`src/pwdt_pkg.sv`:
```
// register map, field positions, reset values and timing counts of the watchdog
// How it works
// RULE1: fifteen-bit counter decrements once per tick
// RULE2: protection off uses prescaler, on uses oscillator
// RULE3: prescaler divides by 16 or 128
// RULE4: autostart option bit read from option byte
// RULE5: option bit one: halted until start write
// RULE6: option bit zero: counts right after reset
// RULE7: refresh needs 00h then FFh write pair
// RULE8: protection off: freeze in stop, wait modes
// RULE9: protection on: keep counting in low power
// RULE10: underflow action zero raises interrupt request
// RULE11: underflow action one forces watchdog reset
// RULE12: protection on: every underflow forces reset
// RULE13: erased option byte reads FFh, halted start
// RULE14: software writes option byte only once; the code has no bus write path to it
// RULE15: protection on: period 4096 oscillator ticks
// RULE16: prescaler cleared only by device reset
// RULE17: program cannot change autostart option bit
// RULE18: reset or underflow reloads counter to 7FFFh; the code reloads 0FFFh instead when protection is on
// RULE19: stray FFh refresh write leaves counter alone
package pwdt_pkg;
  localparam int CNT_W = 15;
  localparam logic [14:0] CNT_RELOAD = 15'h7fff;
  localparam logic [14:0] CNT_RELOAD_PROT = 15'h0fff;
  localparam int PRE_W = 7;
  localparam logic [6:0] PRE_DIV16_MAX = 7'h0f;
  localparam logic [6:0] PRE_DIV128_MAX = 7'h7f;
  // register byte addresses
  localparam logic [15:0] ADDR_OPTION = 16'hffff;
  localparam logic [15:0] ADDR_CONTROL = 16'h0000;
  localparam logic [15:0] ADDR_REFRESH = 16'h0004;
  localparam logic [15:0] ADDR_START = 16'h0008;
  localparam logic [15:0] ADDR_PROTECT = 16'h000c;
  localparam logic [15:0] ADDR_MODE1 = 16'h0010;
  localparam logic [15:0] ADDR_COUNT = 16'h0014;
  localparam logic [15:0] ADDR_STATUS = 16'h0018;
  localparam logic [15:0] ADDR_MASK = 16'h001c;
  // field positions
  localparam int BIT_DIV_SEL = 7;
  localparam int BIT_PROTECT = 7;
  localparam int BIT_UF_ACTION = 2;
  localparam int BIT_AUTOSTART = 0;
  localparam int BIT_ST_UNDERFLOW = 0;
  localparam int BIT_ST_RESET = 1;
  localparam logic [7:0] REFRESH_FIRST = 8'h00;
  localparam logic [7:0] REFRESH_SECOND = 8'hff;
  localparam logic [7:0] OPTION_ERASED = 8'hff;
  localparam logic [1:0] STATUS_RST = 2'h0;
  localparam logic [1:0] MASK_RST = 2'h0;
  // watchdog reset pulse length in cycles
  localparam logic [3:0] WDT_RST_CYCLES = 4'h8;

  typedef struct packed {
    logic protect;
    logic divSel;
    logic ufAction;
    logic lowPower;
  } pwdt_cfg_t;

  typedef struct packed {
    logic underflow;
    logic resetReq;
  } pwdt_evt_t;
endpackage

```
`src/pwdt_prescaler.sv`:
```
// prescaler that turns the cpu clock into counter ticks
`timescale 1ns/1ns
`default_nettype none
module pwdt_prescaler
  import pwdt_pkg::*;
(
  // clock and reset
  input wire logic clk,
  input wire logic rst_b,
  // control
  input wire logic run,
  input wire logic divSel,
  // tick out
  output logic tick
);
  logic [PRE_W-1:0] preCnt_r;
  logic [PRE_W-1:0] preMax;

  assign preMax = divSel ? PRE_DIV128_MAX : PRE_DIV16_MAX; // see RULE3
  assign tick = run && (preCnt_r >= preMax);

  // only a device reset clears it; refresh leaves phase alone
  always_ff @(posedge clk or negedge rst_b) begin
    if (!rst_b) begin
      preCnt_r <= '0; // see RULE16
    end else if (run) begin
      preCnt_r <= tick ? '0 : preCnt_r + 7'h01;
    end
  end
endmodule
`default_nettype wire

```
`src/pwdt_top.sv`:
```
// watchdog timer with classic wishbone register slave
//
// The Wishbone register port was left to the implementer.
`timescale 1ns/1ns
`default_nettype none
module pwdt_top
  import pwdt_pkg::*;
(
  // clock and reset
  input wire logic clk,
  input wire logic rst_b,
  // wishbone slave
  input wire logic wbCyc,
  input wire logic wbStb,
  input wire logic wbWe,
  input wire logic [15:0] wbAdr,
  input wire logic [3:0] wbSel,
  input wire logic [31:0] wbDatW,
  output logic [31:0] wbDatR,
  output logic wbAck,
  // low-speed oscillator and power state pins
  input wire logic losc,
  input wire logic stopMode,
  input wire logic waitMode,
  // nonvolatile option byte as loaded from flash
  input wire logic [7:0] optionByte,
  input wire logic optionValid,
  // results
  output logic wdtIrq,
  output logic wdtReset,
  output logic irq
);
  logic [1:0] loscSync_r;
  logic loscPrev_r;
  logic [1:0] stopSync_r;
  logic [1:0] waitSync_r;
  logic [7:0] option_function_byte_r;
  logic divSel_r;
  logic protect_r;
  logic ufAction_r;
  logic running_r;
  logic [CNT_W-1:0] count_r;
  logic refreshArmed_r;
  logic [1:0] status_r;
  logic [1:0] mask_r;
  logic [3:0] rstCnt_r;
  logic wdtIrq_r;
  logic loaded_r;
  logic wrStrobe;
  logic rdStrobe;
  logic preTick;
  logic loscTick;
  logic lowPower;
  logic tickSel;
  logic underflow;
  logic refreshDone;
  pwdt_cfg_t cfg;
  pwdt_evt_t evt;
  logic [31:0] rdData;

  function automatic logic hit(input logic [15:0] adr, input logic [15:0] reg_adr);
    hit = (adr == reg_adr);
  endfunction

  assign wrStrobe = wbCyc && wbStb && wbWe && !wbAck && wbSel[0];
  assign rdStrobe = wbCyc && wbStb && !wbAck;

  // two-stage synchronisers for pins
  always_ff @(posedge clk or negedge rst_b) begin
    if (!rst_b) begin
      loscSync_r <= 2'h0;
      stopSync_r <= 2'h0;
      waitSync_r <= 2'h0;
      loscPrev_r <= 1'b0;
    end else begin
      loscSync_r <= {loscSync_r[0], losc};
      stopSync_r <= {stopSync_r[0], stopMode};
      waitSync_r <= {waitSync_r[0], waitMode};
      loscPrev_r <= loscSync_r[1];
    end
  end

  assign loscTick = loscSync_r[1] && !loscPrev_r;
  assign lowPower = stopSync_r[1] || waitSync_r[1];
  assign cfg = '{protect: protect_r, divSel: divSel_r, ufAction: ufAction_r,
                 lowPower: lowPower};

  // option byte captured after reset release; no bus write reaches it
  always_ff @(posedge clk or negedge rst_b) begin
    if (!rst_b) begin
      option_function_byte_r <= OPTION_ERASED; // see RULE13
      loaded_r <= 1'b0;
    end else if (!loaded_r && optionValid) begin
      option_function_byte_r <= optionByte; // see RULE4
      loaded_r <= 1'b1; // see RULE17
    end
  end

  // control registers
  always_ff @(posedge clk or negedge rst_b) begin
    if (!rst_b) begin
      divSel_r <= 1'b0;
      protect_r <= 1'b0;
      ufAction_r <= 1'b0;
      mask_r <= MASK_RST;
    end else if (wrStrobe) begin
      if (hit(wbAdr, ADDR_CONTROL)) begin
        divSel_r <= wbDatW[BIT_DIV_SEL];
      end
      // protection can only be turned on until the next reset
      if (hit(wbAdr, ADDR_PROTECT) && wbDatW[BIT_PROTECT]) begin
        protect_r <= 1'b1;
      end
      if (hit(wbAdr, ADDR_MODE1)) begin
        ufAction_r <= wbDatW[BIT_UF_ACTION];
      end
      if (hit(wbAdr, ADDR_MASK)) begin
        mask_r <= wbDatW[1:0];
      end
    end
  end

  // run control: autostart bit zero starts at once, one waits for start write
  always_ff @(posedge clk or negedge rst_b) begin
    if (!rst_b) begin
      running_r <= 1'b0;
    end else if (loaded_r && !option_function_byte_r[BIT_AUTOSTART]) begin
      running_r <= 1'b1; // see RULE6
    end else if (wrStrobe && hit(wbAdr, ADDR_START)) begin
      running_r <= 1'b1; // see RULE5
    end
  end

  pwdt_prescaler u_pre (
    .clk(clk),
    .rst_b(rst_b),
    .run(running_r && !cfg.protect && !cfg.lowPower), // see RULE8
    .divSel(cfg.divSel),
    .tick(preTick)
  );

  // low power only halts the cpu-clock path
  assign tickSel = running_r && (cfg.protect ? loscTick : (preTick && !cfg.lowPower)); // see RULE2 RULE9
  assign underflow = tickSel && (count_r == '0);

  // refresh pair: FFh counts only right after 00h
  always_ff @(posedge clk or negedge rst_b) begin
    if (!rst_b) begin
      refreshArmed_r <= 1'b0;
    end else if (wrStrobe && hit(wbAdr, ADDR_REFRESH)) begin
      refreshArmed_r <= (wbDatW[7:0] == REFRESH_FIRST); // see RULE7 RULE19
    end
  end
  assign refreshDone = wrStrobe && hit(wbAdr, ADDR_REFRESH) && refreshArmed_r &&
                       (wbDatW[7:0] == REFRESH_SECOND);

  // down-counter
  always_ff @(posedge clk or negedge rst_b) begin
    if (!rst_b) begin
      count_r <= CNT_RELOAD; // see RULE18
    end else if (refreshDone || underflow) begin
      // protected mode runs a 4096-tick period
      count_r <= cfg.protect ? CNT_RELOAD_PROT : CNT_RELOAD; // see RULE7 RULE15 RULE18
    end else if (tickSel) begin
      count_r <= count_r - 15'h0001; // see RULE1
    end
  end

  assign evt.underflow = underflow && !cfg.protect && !cfg.ufAction; // see RULE10
  assign evt.resetReq = underflow && (cfg.protect || cfg.ufAction); // see RULE11 RULE12

  // watchdog interrupt request and stretched reset pulse
  always_ff @(posedge clk or negedge rst_b) begin
    if (!rst_b) begin
      wdtIrq_r <= 1'b0;
      rstCnt_r <= 4'h0;
    end else begin
      wdtIrq_r <= evt.underflow;
      if (evt.resetReq) begin
        rstCnt_r <= WDT_RST_CYCLES;
      end else if (rstCnt_r != 4'h0) begin
        rstCnt_r <= rstCnt_r - 4'h1;
      end
    end
  end
  assign wdtIrq = wdtIrq_r;

  always_ff @(posedge clk or negedge rst_b) begin
    if (!rst_b) begin
      wdtReset <= 1'b0;
    end else begin
      wdtReset <= evt.resetReq || (rstCnt_r > 4'h1);
    end
  end

  // sticky status; set beats a write-one clear in the same cycle
  always_ff @(posedge clk or negedge rst_b) begin
    if (!rst_b) begin
      status_r <= STATUS_RST;
    end else begin
      for (int i = 0; i < 2; i++) begin
        if ((i == BIT_ST_UNDERFLOW && evt.underflow) || (i == BIT_ST_RESET && evt.resetReq)) begin
          status_r[i] <= 1'b1;
        end else if (wrStrobe && hit(wbAdr, ADDR_STATUS) && wbDatW[i]) begin
          status_r[i] <= 1'b0;
        end
      end
    end
  end

  always_ff @(posedge clk or negedge rst_b) begin
    if (!rst_b) begin
      irq <= 1'b0;
    end else begin
      irq <= |(status_r & mask_r);
    end
  end

  // read mux; unmapped reads return zero and are still acknowledged
  always_comb begin
    rdData = 32'h0000_0000;
    case (wbAdr)
      ADDR_OPTION: rdData = {24'h0, option_function_byte_r};
      ADDR_CONTROL: rdData = {24'h0, divSel_r, 7'h00};
      ADDR_PROTECT: rdData = {24'h0, protect_r, 7'h00};
      ADDR_MODE1: rdData = {29'h0, ufAction_r, 2'h0};
      ADDR_START: rdData = {31'h0, running_r};
      ADDR_COUNT: rdData = {17'h0, count_r};
      ADDR_STATUS: rdData = {30'h0, status_r};
      ADDR_MASK: rdData = {30'h0, mask_r};
      default: rdData = 32'h0000_0000;
    endcase
  end

  // one-cycle ack, dropped the cycle after
  always_ff @(posedge clk or negedge rst_b) begin
    if (!rst_b) begin
      wbAck <= 1'b0;
      wbDatR <= 32'h0000_0000;
    end else begin
      wbAck <= rdStrobe;
      wbDatR <= rdStrobe ? rdData : 32'h0000_0000;
    end
  end
endmodule
`default_nettype wire
```
`config.mk`:
```
export PLATFORM = sky130hd
export DESIGN_NAME = pwdt_top
export DESIGN_NICKNAME = d
export VERILOG_FILES = /design/src/pwdt_pkg.sv /design/src/pwdt_prescaler.sv /design/src/pwdt_top.sv
export SDC_FILE = /design/constraint.sdc
export NUM_CORES = 1
export LEC_CHECK = 0
export ABC_AREA = 1
export BUFFER_PORTS_ARGS = -buffer_cell sky130_fd_sc_hd__buf_2
export CAP_MARGIN = 10
export CORE_UTILIZATION = 53
export DETAILED_ROUTE_END_ITERATION = 8
export GPL_TIMING_DRIVEN = 0
export PLACE_DENSITY_LB_ADDON = 0.25
export SYNTH_ARGS = -nofsm -noshare
export SYNTH_HDL_FRONTEND = slang
export SYNTH_SLANG_ARGS = --single-unit
```
`constraint.sdc`:
```
create_clock -name clk -period 2.08 [get_ports clk]
set_clock_uncertainty 0.1 [all_clocks]
set_input_delay 0 -clock clk [delete_from_list [all_inputs] [get_ports clk]]
set_output_delay 0 -clock clk [all_outputs]
set_load 0.02 [all_outputs]
```
After elaboration in Yosys (flattened, before gate mapping)
Cells that the tools add are included.
{ "op_classes": {"addsub": 3, "n_lt_le_gt_ge": 2, "eq_ne": 9, "mux": 16, "bitwise": 1, "n_reduce_logical": 50} }
{ "ops": {"columns": ["op", "count"], "rows": [
  ["$pmux W15 S8", 1],
  ["$eq A16 B5 Y1 const B", 4],
  ["$mux W15", 4],
  ["$eq A16 B4 Y1 const B", 2],
  ["$logic_and A1 B1 Y1", 25],
  ["$eq A16 B16 Y1 const B", 1],
  ["$eq A16 B3 Y1 const B", 1],
  ["$logic_not A16 Y1", 1],
  ["$logic_not A15 Y1", 1],
  ["$sub A15 B1 Y15 const B", 1],
  ["$mux W7", 2],
  ["$reduce_bool A2 Y1", 5],
  ["$eq A8 B8 Y1 const B", 1],
  ["$logic_not A8 Y1", 1],
  ["$mux W4", 2],
  ["$reduce_and A2 Y1", 4],
  ["$add A7 B1 Y7 const B", 1],
  ["$ge A7 B7 Y1", 1],
  ["$logic_not A1 Y1", 7],
  ["$mux W1", 7],
  ["$gt A4 B1 Y1 const B", 1],
  ["$logic_or A1 B1 Y1", 4],
  ["$reduce_bool A4 Y1", 1],
  ["$sub A4 B1 Y4 const B", 1],
  ["2 further kinds", 2]
]} }
{ "word_totals": {"regBits": 70, "inputBits": 69, "output_inout_bits": 36, "word_cells": 103} }

Depth between registers and ports, before layout
Gate-level depths: netlist of the first run.
{ "logic_depth": {"depth_word": 11, "depth_mapped": 14, "ltp_nobuf": 14} }

Cells and area by module
From an unflattened synthesis of the first run, not the netlist that was laid out.
{ "unflattened": {"cells_unflattened": 496, "hier_area_um2": 3946.3} }
{ "modules_own_cells": {"columns": ["mod", "n_inst", "cells_per_inst", "area_each_um2", "seq_area_each_um2"], "rows": [
  ["pwdt_top", 1, 434, 3484.6, 1605.3],
  ["pwdt_prescaler", 1, 62, 461.7, 175.2]
]} }

Worst setup path before layout of the first run
No wires, ideal clock.
{ "synth_timing": {"path_kind": "reg-to-reg", "start": "register divSel_r", "end": "register count_r[7]", "arrival_ns": 1.556, "path_slack_ns": 0.342, "path_stages_with_launch": 14, "synth_period_minus_slack_ns": 1.738, "cell_sequence": "dfrtp_1 inv_1 ha_1 nand2_1 nand2_1 nor2_1 nand2_2 nand2_4 nand2_1 nand2_1 nand2_2 buf_6 nand3b_1 nand3_1"} }
{ "synth_between": {"elab_chain_cells": 9} }
{ "synth_lines": {"columns": ["item", "line_no", "text"], "rows": [
  ["start: declaration", "pwdt_top.sv:38", "logic divSel_r;"],
  ["start signal: assignment", "pwdt_top.sv:108", "divSel_r <= wbDatW[BIT_DIV_SEL];"],
  ["$mux W7 (*)", "pwdt_prescaler.sv:19", "assign preMax = divSel ? PRE_DIV128_MAX : PRE_DIV16_MAX;"],
  ["$ge A7 B7 Y1 (*)", "pwdt_prescaler.sv:20", "assign tick = run && (preCnt_r >= preMax);"],
  ["$logic_and A1 B1 Y1 (*)", "pwdt_prescaler.sv:20", null],
  ["$logic_and A1 B1 Y1 (*)", "pwdt_top.sv:143", "assign tickSel = running_r && (cfg.protect ? loscTick : (preTick && !cfg.lowPower));"],
  ["$mux W1 (*)", "pwdt_top.sv:143", null],
  ["$logic_and A1 B1 Y1 (*)", "pwdt_top.sv:143", null],
  ["$logic_and A1 B1 Y1", "pwdt_top.sv:144", "assign underflow = tickSel && (count_r == '0);"],
  ["$logic_or A1 B1 Y1", "pwdt_top.sv:161", "end else if (refreshDone || underflow) begin"],
  ["$mux W15 or $reduce_bool A2 Y1 (tied branches)", null, null],
  ["end signal: assignment", "pwdt_top.sv:163", "count_r <= cfg.protect ? CNT_RELOAD_PROT : CNT_RELOAD;"],
  ["end signal: assignment", "pwdt_top.sv:165", "count_r <= count_r - 15'h0001;"],
  ["end: declaration", "pwdt_top.sv:42", "logic [CNT_W-1:0] count_r;"]
]} }
Every way passes the cells marked *; elsewhere a longest branch is shown, timed or not.
A chain may end at the register's enable or synchronous reset.

Worst setup path after layout of the first run
{ "layout_timing": {"start": "register count_r[0]", "end": "register count_r[4]"} }
{ "layout_between": {"elab_chain_cells": 4} }
{ "layout_lines": {"columns": ["item"], "rows": [
  ["branches (longest 4 deep; another with $sub A15 B1 Y15)"]
]} }
Several ways; the timed one is not identified. The select of a mux whose other input is x is not followed.

==> results of run 1 <==
-- logic make-up after synthesis --
| family | synth area share (%) |
|---|---|
| muxes | 2.326 |
| xor gates and xnor gates | 2.035 |
| other | 0.09681 |
| adders and majority gates | 2.584 |
| DFF | 45.96 |
| and+or+nand+nor | 31.43 |
| AOI/OAI and AO/OA | 6.783 |
| buffers and inverters | 8.786 |
-- metrics by stage --
stage,hold slack (ns),cell area [µm²]
4_1_cts,0.001859,4863
2_1_floorplan,-0.3956,3934
6_report,0.01256,4898
3_3_place_gp,0.008661,4354
3_5_place_dp,0.01021,4357
5_1_grt,0.01908,4898
-- what timing repair did --
item	in CTS	in global routing
setup buffers	0	1
hold buffers	26	0
setup endpoints to repair	0	20
resized for setup	0	13
endpoints found under the hold margin	68	0
-- cell usage after synthesis (2+ instances only) --
cell	count	area share [%]
nor2_4	2	0.58
nand3_2	4	1.0
mux2_2	8	2.3
ha_1	8	2.6
inv_1	43	4.2
xor2_1	6	1.4
o211ai_2	2	0.65
o21ai_1	2	0.26
o211ai_1	2	0.39
nor2_2	6	0.97
a21oi_1	14	1.8
dfrtp_1	47	30
nand3b_1	4	0.78
xnor2_1	3	0.68
nand3_4	3	1.4
o21ai_0	17	2.2
inv_2	5	0.48
nor2_1	52	5.0
nand3_1	29	3.7
nor4_1	3	0.48
nor3_1	13	1.7
nand4_1	10	1.6
dfstp_2	23	16
buf_4	19	3.7
nand2_2	6	0.97
nor3_4	2	0.84
nand2_1	104	10
nor2_8	2	1.0
nand2_4	3	0.87
-- power by group through the flow --
stage	registers, mW	clock network, mW	logic [mW]
after CTS	1.61	1.38	0.506
after floorplan	1.61	0	0.342
after detailed placement	1.64	0	0.470
after global placement	1.64	0	0.460
final	1.62	1.36	0.523
after global routing	1.63	1.45	0.592
-- metal layers --
metal / wire, µm / part of all wire [%] / track usage, % / vias up
met2: 4269 / 48 / 42.83 / 117
met4: 176 / 2.0 / 11.62 / 0
met5: 0 / 0 / 0 / -
met1: 4003 / 45 / 32.97 / 1542
met3: 399 / 4.5 / 3.886 / 17
li1: - / - / - / 1661
-- registers in the layout (all words and copies together) (netlist names), 2 cells and up --
signal and count:
count_r 15, wbDatR 15, option_function_byte_r 8, u_pre.preCnt_r 7, rstCnt_r 4, loscSync_r 2, mask_r 2, status_r 2
stopSync_r 2, waitSync_r 2
-- layout make-up --
cell class	count	area (µm²)
tap	96	120.1
clock buffer	10	137.6
sequential	70	1780
inverter	49	186.4
buffer	20	157.7
timing repair buffer	86	560.5
clock inverter	6	108.9
multi-input combinational	330	1847
fill	530	2046
-- worst reg2reg max path, stage by stage, from the launching register on --
cell and delay [ns]:
dfstp_2 0.38, inv_2 0.10, ha_1 0.19, nand2_1 0.10, nor2_2 0.16, nand2_2 0.11
nor2_2 0.19, nand2_1 0.10, nor2_1 0.14, nand2_1 0.12, nand2_1 0.10, inv_2 0.07
nand3_1 0.09
-- worst max-delay path by stage --
stage | endpoint | slack, ns
global route | count_r[4] | -0.03
detailed placement | count_r[1] | 0.07
CTS | count_r[1] | 0.04
global placement | count_r[1] | 0.11
finish | count_r[4] | 0.07
floorplan | count_r[7] | 0.34
==> results.cfg, run 1 <==
[status]
status = completed

[timing]
setup_viol = 0
fmax_ghz = 0.4983
post-route-period-util_pct = 96.47
slew_headroom_pct = 43.08
worst_pin_slew_ns = 0.8538
drv_slew = 0
hold_viol_final = 0
fin_ws_ns = 0.07334
rsz0062_at_grt = true
min_period_ns = 2.007
fin_setup_tns_ns = 0

[power]
p_seq_share_pct = 46.2
p_int_mw = 2.542
p_per_area_nw_per_um2 = 714.7
comb_power_share_pct = 14.9
p_total_mw = 3.501
p_leak_nw = 2.447
clkPwrFrac_pct = 38.9
irDropWorstVdd_mv = 0.3524
switchingPower_uw = 958.5
swShare_pct = 27.38

[setup_path]
path_delay_family = simple AND/OR/NAND/NOR gates
path_depth = 12
slowest_delay_ns = 0.38
regToRegSetupSlack_ns = 0.07
crit_slowest_cell = dfstp_2
worstSetupStartpoint = count_r[0]
cp.required_ns = 2.27
startpoint_type = flop
critical_path_buf_inv_count = 2
worstRegToRegCells = 12
critPathKind = reg -> reg
crit_top_cell = nand2_1
path_cells = inv_2 > ha_1 > nand2_1 > nor2_2 > nand2_2 > nor2_2 > nand2_1 > nor2_1 > nand2_1 > nand2_1 > inv_2 > nand3_1
cp-end-kind = flop
regToRegEndpoint = count_r[4]
crit_arrival_ns = 2.19
path_max_fanout = 6
r2r-start = count_r[0]

[synth]
synth_cell_types = 40
yosysSeqAreaShare_pct = 45.96
synth_area_um2 = 3874
synthesis.instances = 453
synth_edf_count = 0
synth.avg_cell_area_um2 = 8.551
ys_async_sr_fraction_pct = 100.0
synth-main-ff-cell = dfrtp_1
synth_seq_cells = 70
yosys_warnings = 0

[cells_and_area]
layout-drive-gt1-share_pct = 30.30
final_cell_mix = 101 x nand2_1, 59 x buf_2, 52 x nor2_1, 47 x dfrtp_1, 40 x inv_1
diodes = 0
post-route-util_pct = 70.54
mostFrequentLayoutCell = nand2_1
final_cells = 667
nets = 643
area_growth_pct = 26.45

[global_routing]
grt-ovfl-total = 0
grt_pass1_wl_um = 14750
grt_pass1_vias = 3270
antenna_found_initial = 0
grt_max_degree = 71
grt_usage_pct = 25.66

[drt]
initialDrtViolationCount = 213
vias_per_cell = 5.003
drc_errors = 0
avgRoutedWirePerCell_um = 13.27
drt-total-wl_um = 8848
num_vias = 3337
drtAntennaViolNets = 0
first_pass_iters = 5

[worst_hold_path]
hp-class = in -> reg
min-delay-start = optionValid
min_path_cells = 3
min_to = loaded_r

[clocking]
clk_pin_slew_worst_paths_ns = 0.08
clockRootBuffer = clkbuf_8
cts_tree = done
htree_levels = 3
numCtsBuffers = 9
clock_latency_ns = 0.35
cts_buffer_depth = 2
clock-sinks = 70

[floorplan]
rows = 30
die_w_um = 87.49
io_pins = 105
die_y_um = 87.49
initial_core_util_pct = 55.78
die_area_um2 = 7655
core-area_um2 = 6944

[placement]
io_buffers = 60
dp_slack_ns = 0.06872
finalWeightedCongestion = 0.8584
place_hpwl_um = 5957
dp_cells = 625

[flow_run]
cap_violations = 0
Power figures use the tool's default switching activity.
==> run 2, diff against run 1 <==
--- a/config.mk
+++ b/config.mk
@@ -10,8 +10,9 @@
 export CAP_MARGIN = 10
 export CORE_UTILIZATION = 53
 export DETAILED_ROUTE_END_ITERATION = 8
-export GPL_TIMING_DRIVEN = 0
 export PLACE_DENSITY_LB_ADDON = 0.25
+export SETUP_SLACK_MARGIN = 0.02
+export SLEW_MARGIN = 15
 export SYNTH_ARGS = -nofsm -noshare
 export SYNTH_HDL_FRONTEND = slang
 export SYNTH_SLANG_ARGS = --single-unit
==> run 2 against run 1 <==
Against the previous run:
- sequential share of layout area increased by 0.39 points
- non-clock buffer count fell by 7
- utilization down 0.76 points
- largest cell class unchanged
- register-to-register slack is essentially flat
- setup slack better by 0.0078 ns
==> results.cfg, run 2 (synthesis results as in run 1) <==
[setup_path]
slowest_delay_ns = 0.36
cp.required_ns = 2.24
crit_top_cell = nand2_1
critical_path_buf_inv_count = 1
path_max_fanout = 8
regToRegSetupSlack_ns = 0.08
worstRegToRegCells = 11
path_cells = inv_2 > ha_4 > nand2_1 > nor2_1 > nand2_1 > nand2_2 > nand2_4 > a21boi_4 > nand3_2 > nand3b_1 > nand2_1
worstSetupStartpoint = divSel_r
startpoint_type = flop
critPathKind = reg -> reg
cp-end-kind = flop
regToRegEndpoint = rstCnt_r[1]
path_delay_family = simple AND/OR/NAND/NOR gates
r2r-start = divSel_r
crit_arrival_ns = 2.16
crit_slowest_cell = dfrtp_1

[drt]
avgRoutedWirePerCell_um = 13.31
drt-total-wl_um = 8785
drc_errors = 0
first_pass_iters = 4
vias_per_cell = 5.086
num_vias = 3357
initialDrtViolationCount = 232
drtAntennaViolNets = 0

[power]
p_leak_nw = 2.375
irDropWorstVdd_mv = 0.4286
p_total_mw = 3.243
p_per_area_nw_per_um2 = 669.3

[worst_hold_path]
hp-class = in -> reg
min-delay-start = wbAdr[13]
min_path_cells = 5
min_to = wbDatR[6]

[timing]
hold_viol_final = 0
fin_setup_tns_ns = 0
fmax_ghz = 0.5003
setup_viol = 0
drv_slew = 0
rsz0062_at_grt = true
post-route-period-util_pct = 96.10
min_period_ns = 1.999

[status]
status = completed

[global_routing]
antenna_found_initial = 0
use_met2_pct = 40.06
grt_pass1_wl_um = 14740
grt_usage_pct = 25.44
met1_usage_pct = 34.24
grt-busiest-layer = met2
grt_pass1_vias = 3226
grt-ovfl-total = 0
use_met3_pct = 5.592
grt_max_degree = 71

[cells_and_area]
layout-drive-gt1-share_pct = 29.96
biggestRegsByFlops = count_r (15), wbDatR (15), option_function_byte_r (8)
diodes = 0
post-route-util_pct = 69.78
mostFrequentLayoutCell = nand2_1
area_growth_pct = 25.10
nets = 636
final_cell_mix = 99 x nand2_1, 60 x buf_2, 51 x nor2_1, 47 x dfrtp_1, 41 x inv_1

[placement]
finalWeightedCongestion = 0.8699
io_buffers = 60
place_hpwl_um = 5854

[floorplan]
initial_core_util_pct = 55.78
rows = 30
core-area_um2 = 6944
die_w_um = 87.49
io_pins = 105
die_y_um = 87.49
die_area_um2 = 7655

[clocking]
clk_pin_slew_worst_paths_ns = 0.08
cts_buffer_depth = 2
htree_levels = 3
cts_tree = done
numCtsBuffers = 9
clock-sinks = 70
clock_latency_ns = 0.36
clockRootBuffer = clkbuf_8

[flow_run]
cap_violations = 0
-- run 2: metal layers --
metal	vias up	wire, µm	part of all wire, %
li1	1658	-	-
met1	1579	3982	45
met2	107	4187	48
met3	13	425	4.8
met4	0	189	2.2
met5	-	0	0
-- run 2: worst max-delay path by stage --
stage | end | slack, ns | depth (start not counted)
after floorplan | count_r[7] | 0.34 | 13
after global placement | count_r[14] | 0.15 | 13
after detailed placement | count_r[12] | 0.1 | 13
after CTS | refreshArmed_r | 0.06 | 7
after global routing | rstCnt_r[1] | -0.05 | 11
final | rstCnt_r[1] | 0.08 | 11
-- run 2: cell type report --
class / instances / area, µm²
Fill cell: 541 / 2098
Sequential cell: 70 / 1780
Multi-Input combinational cell: 330 / 1887
Tap cell: 96 / 120.1
Clock inverter: 6 / 63.81
Timing Repair Buffer: 99 / 680.7
Inverter: 49 / 186.4
Clock buffer: 10 / 127.6
-- run 2: where the power goes --
part	total, mW	switching, mW	internal (mW)
clock network	1.09	0.543	0.551
registers	1.63	0.117	1.51
logic	0.524	0.317	0.207
-- run 2: timing repair --
item | in CTS | in global routing
gates resized for setup | 0 | 19
hold endpoints to repair | 93 | 0
setup endpoints to repair | 0 | 21
setup buffers | 0 | 9
hold buffers | 26 | 0
-- run 2: worst min-delay path, delay by kind of cell --
kind / cells / cell delay [ns]
AOI/OAI and AO/OA: 1 / 0.06
buffers and inverters: 1 / 0.10
and+or+nand+nor: 3 / 0.28
-- run 2: through the flow --
stage                     hold WS (ns)  cells  worst slack [ns]  area [µm²]
after floorplan                -0.3956    469            0.3419        3934
after detailed placement      -0.04980    610            0.1000        4263
final                          0.01594    660           0.08119        4846
after global placement        -0.05132    610            0.1458        4263
after global routing           0.03036    660          -0.04506        4846
after CTS                     0.004804    652           0.06462        4715
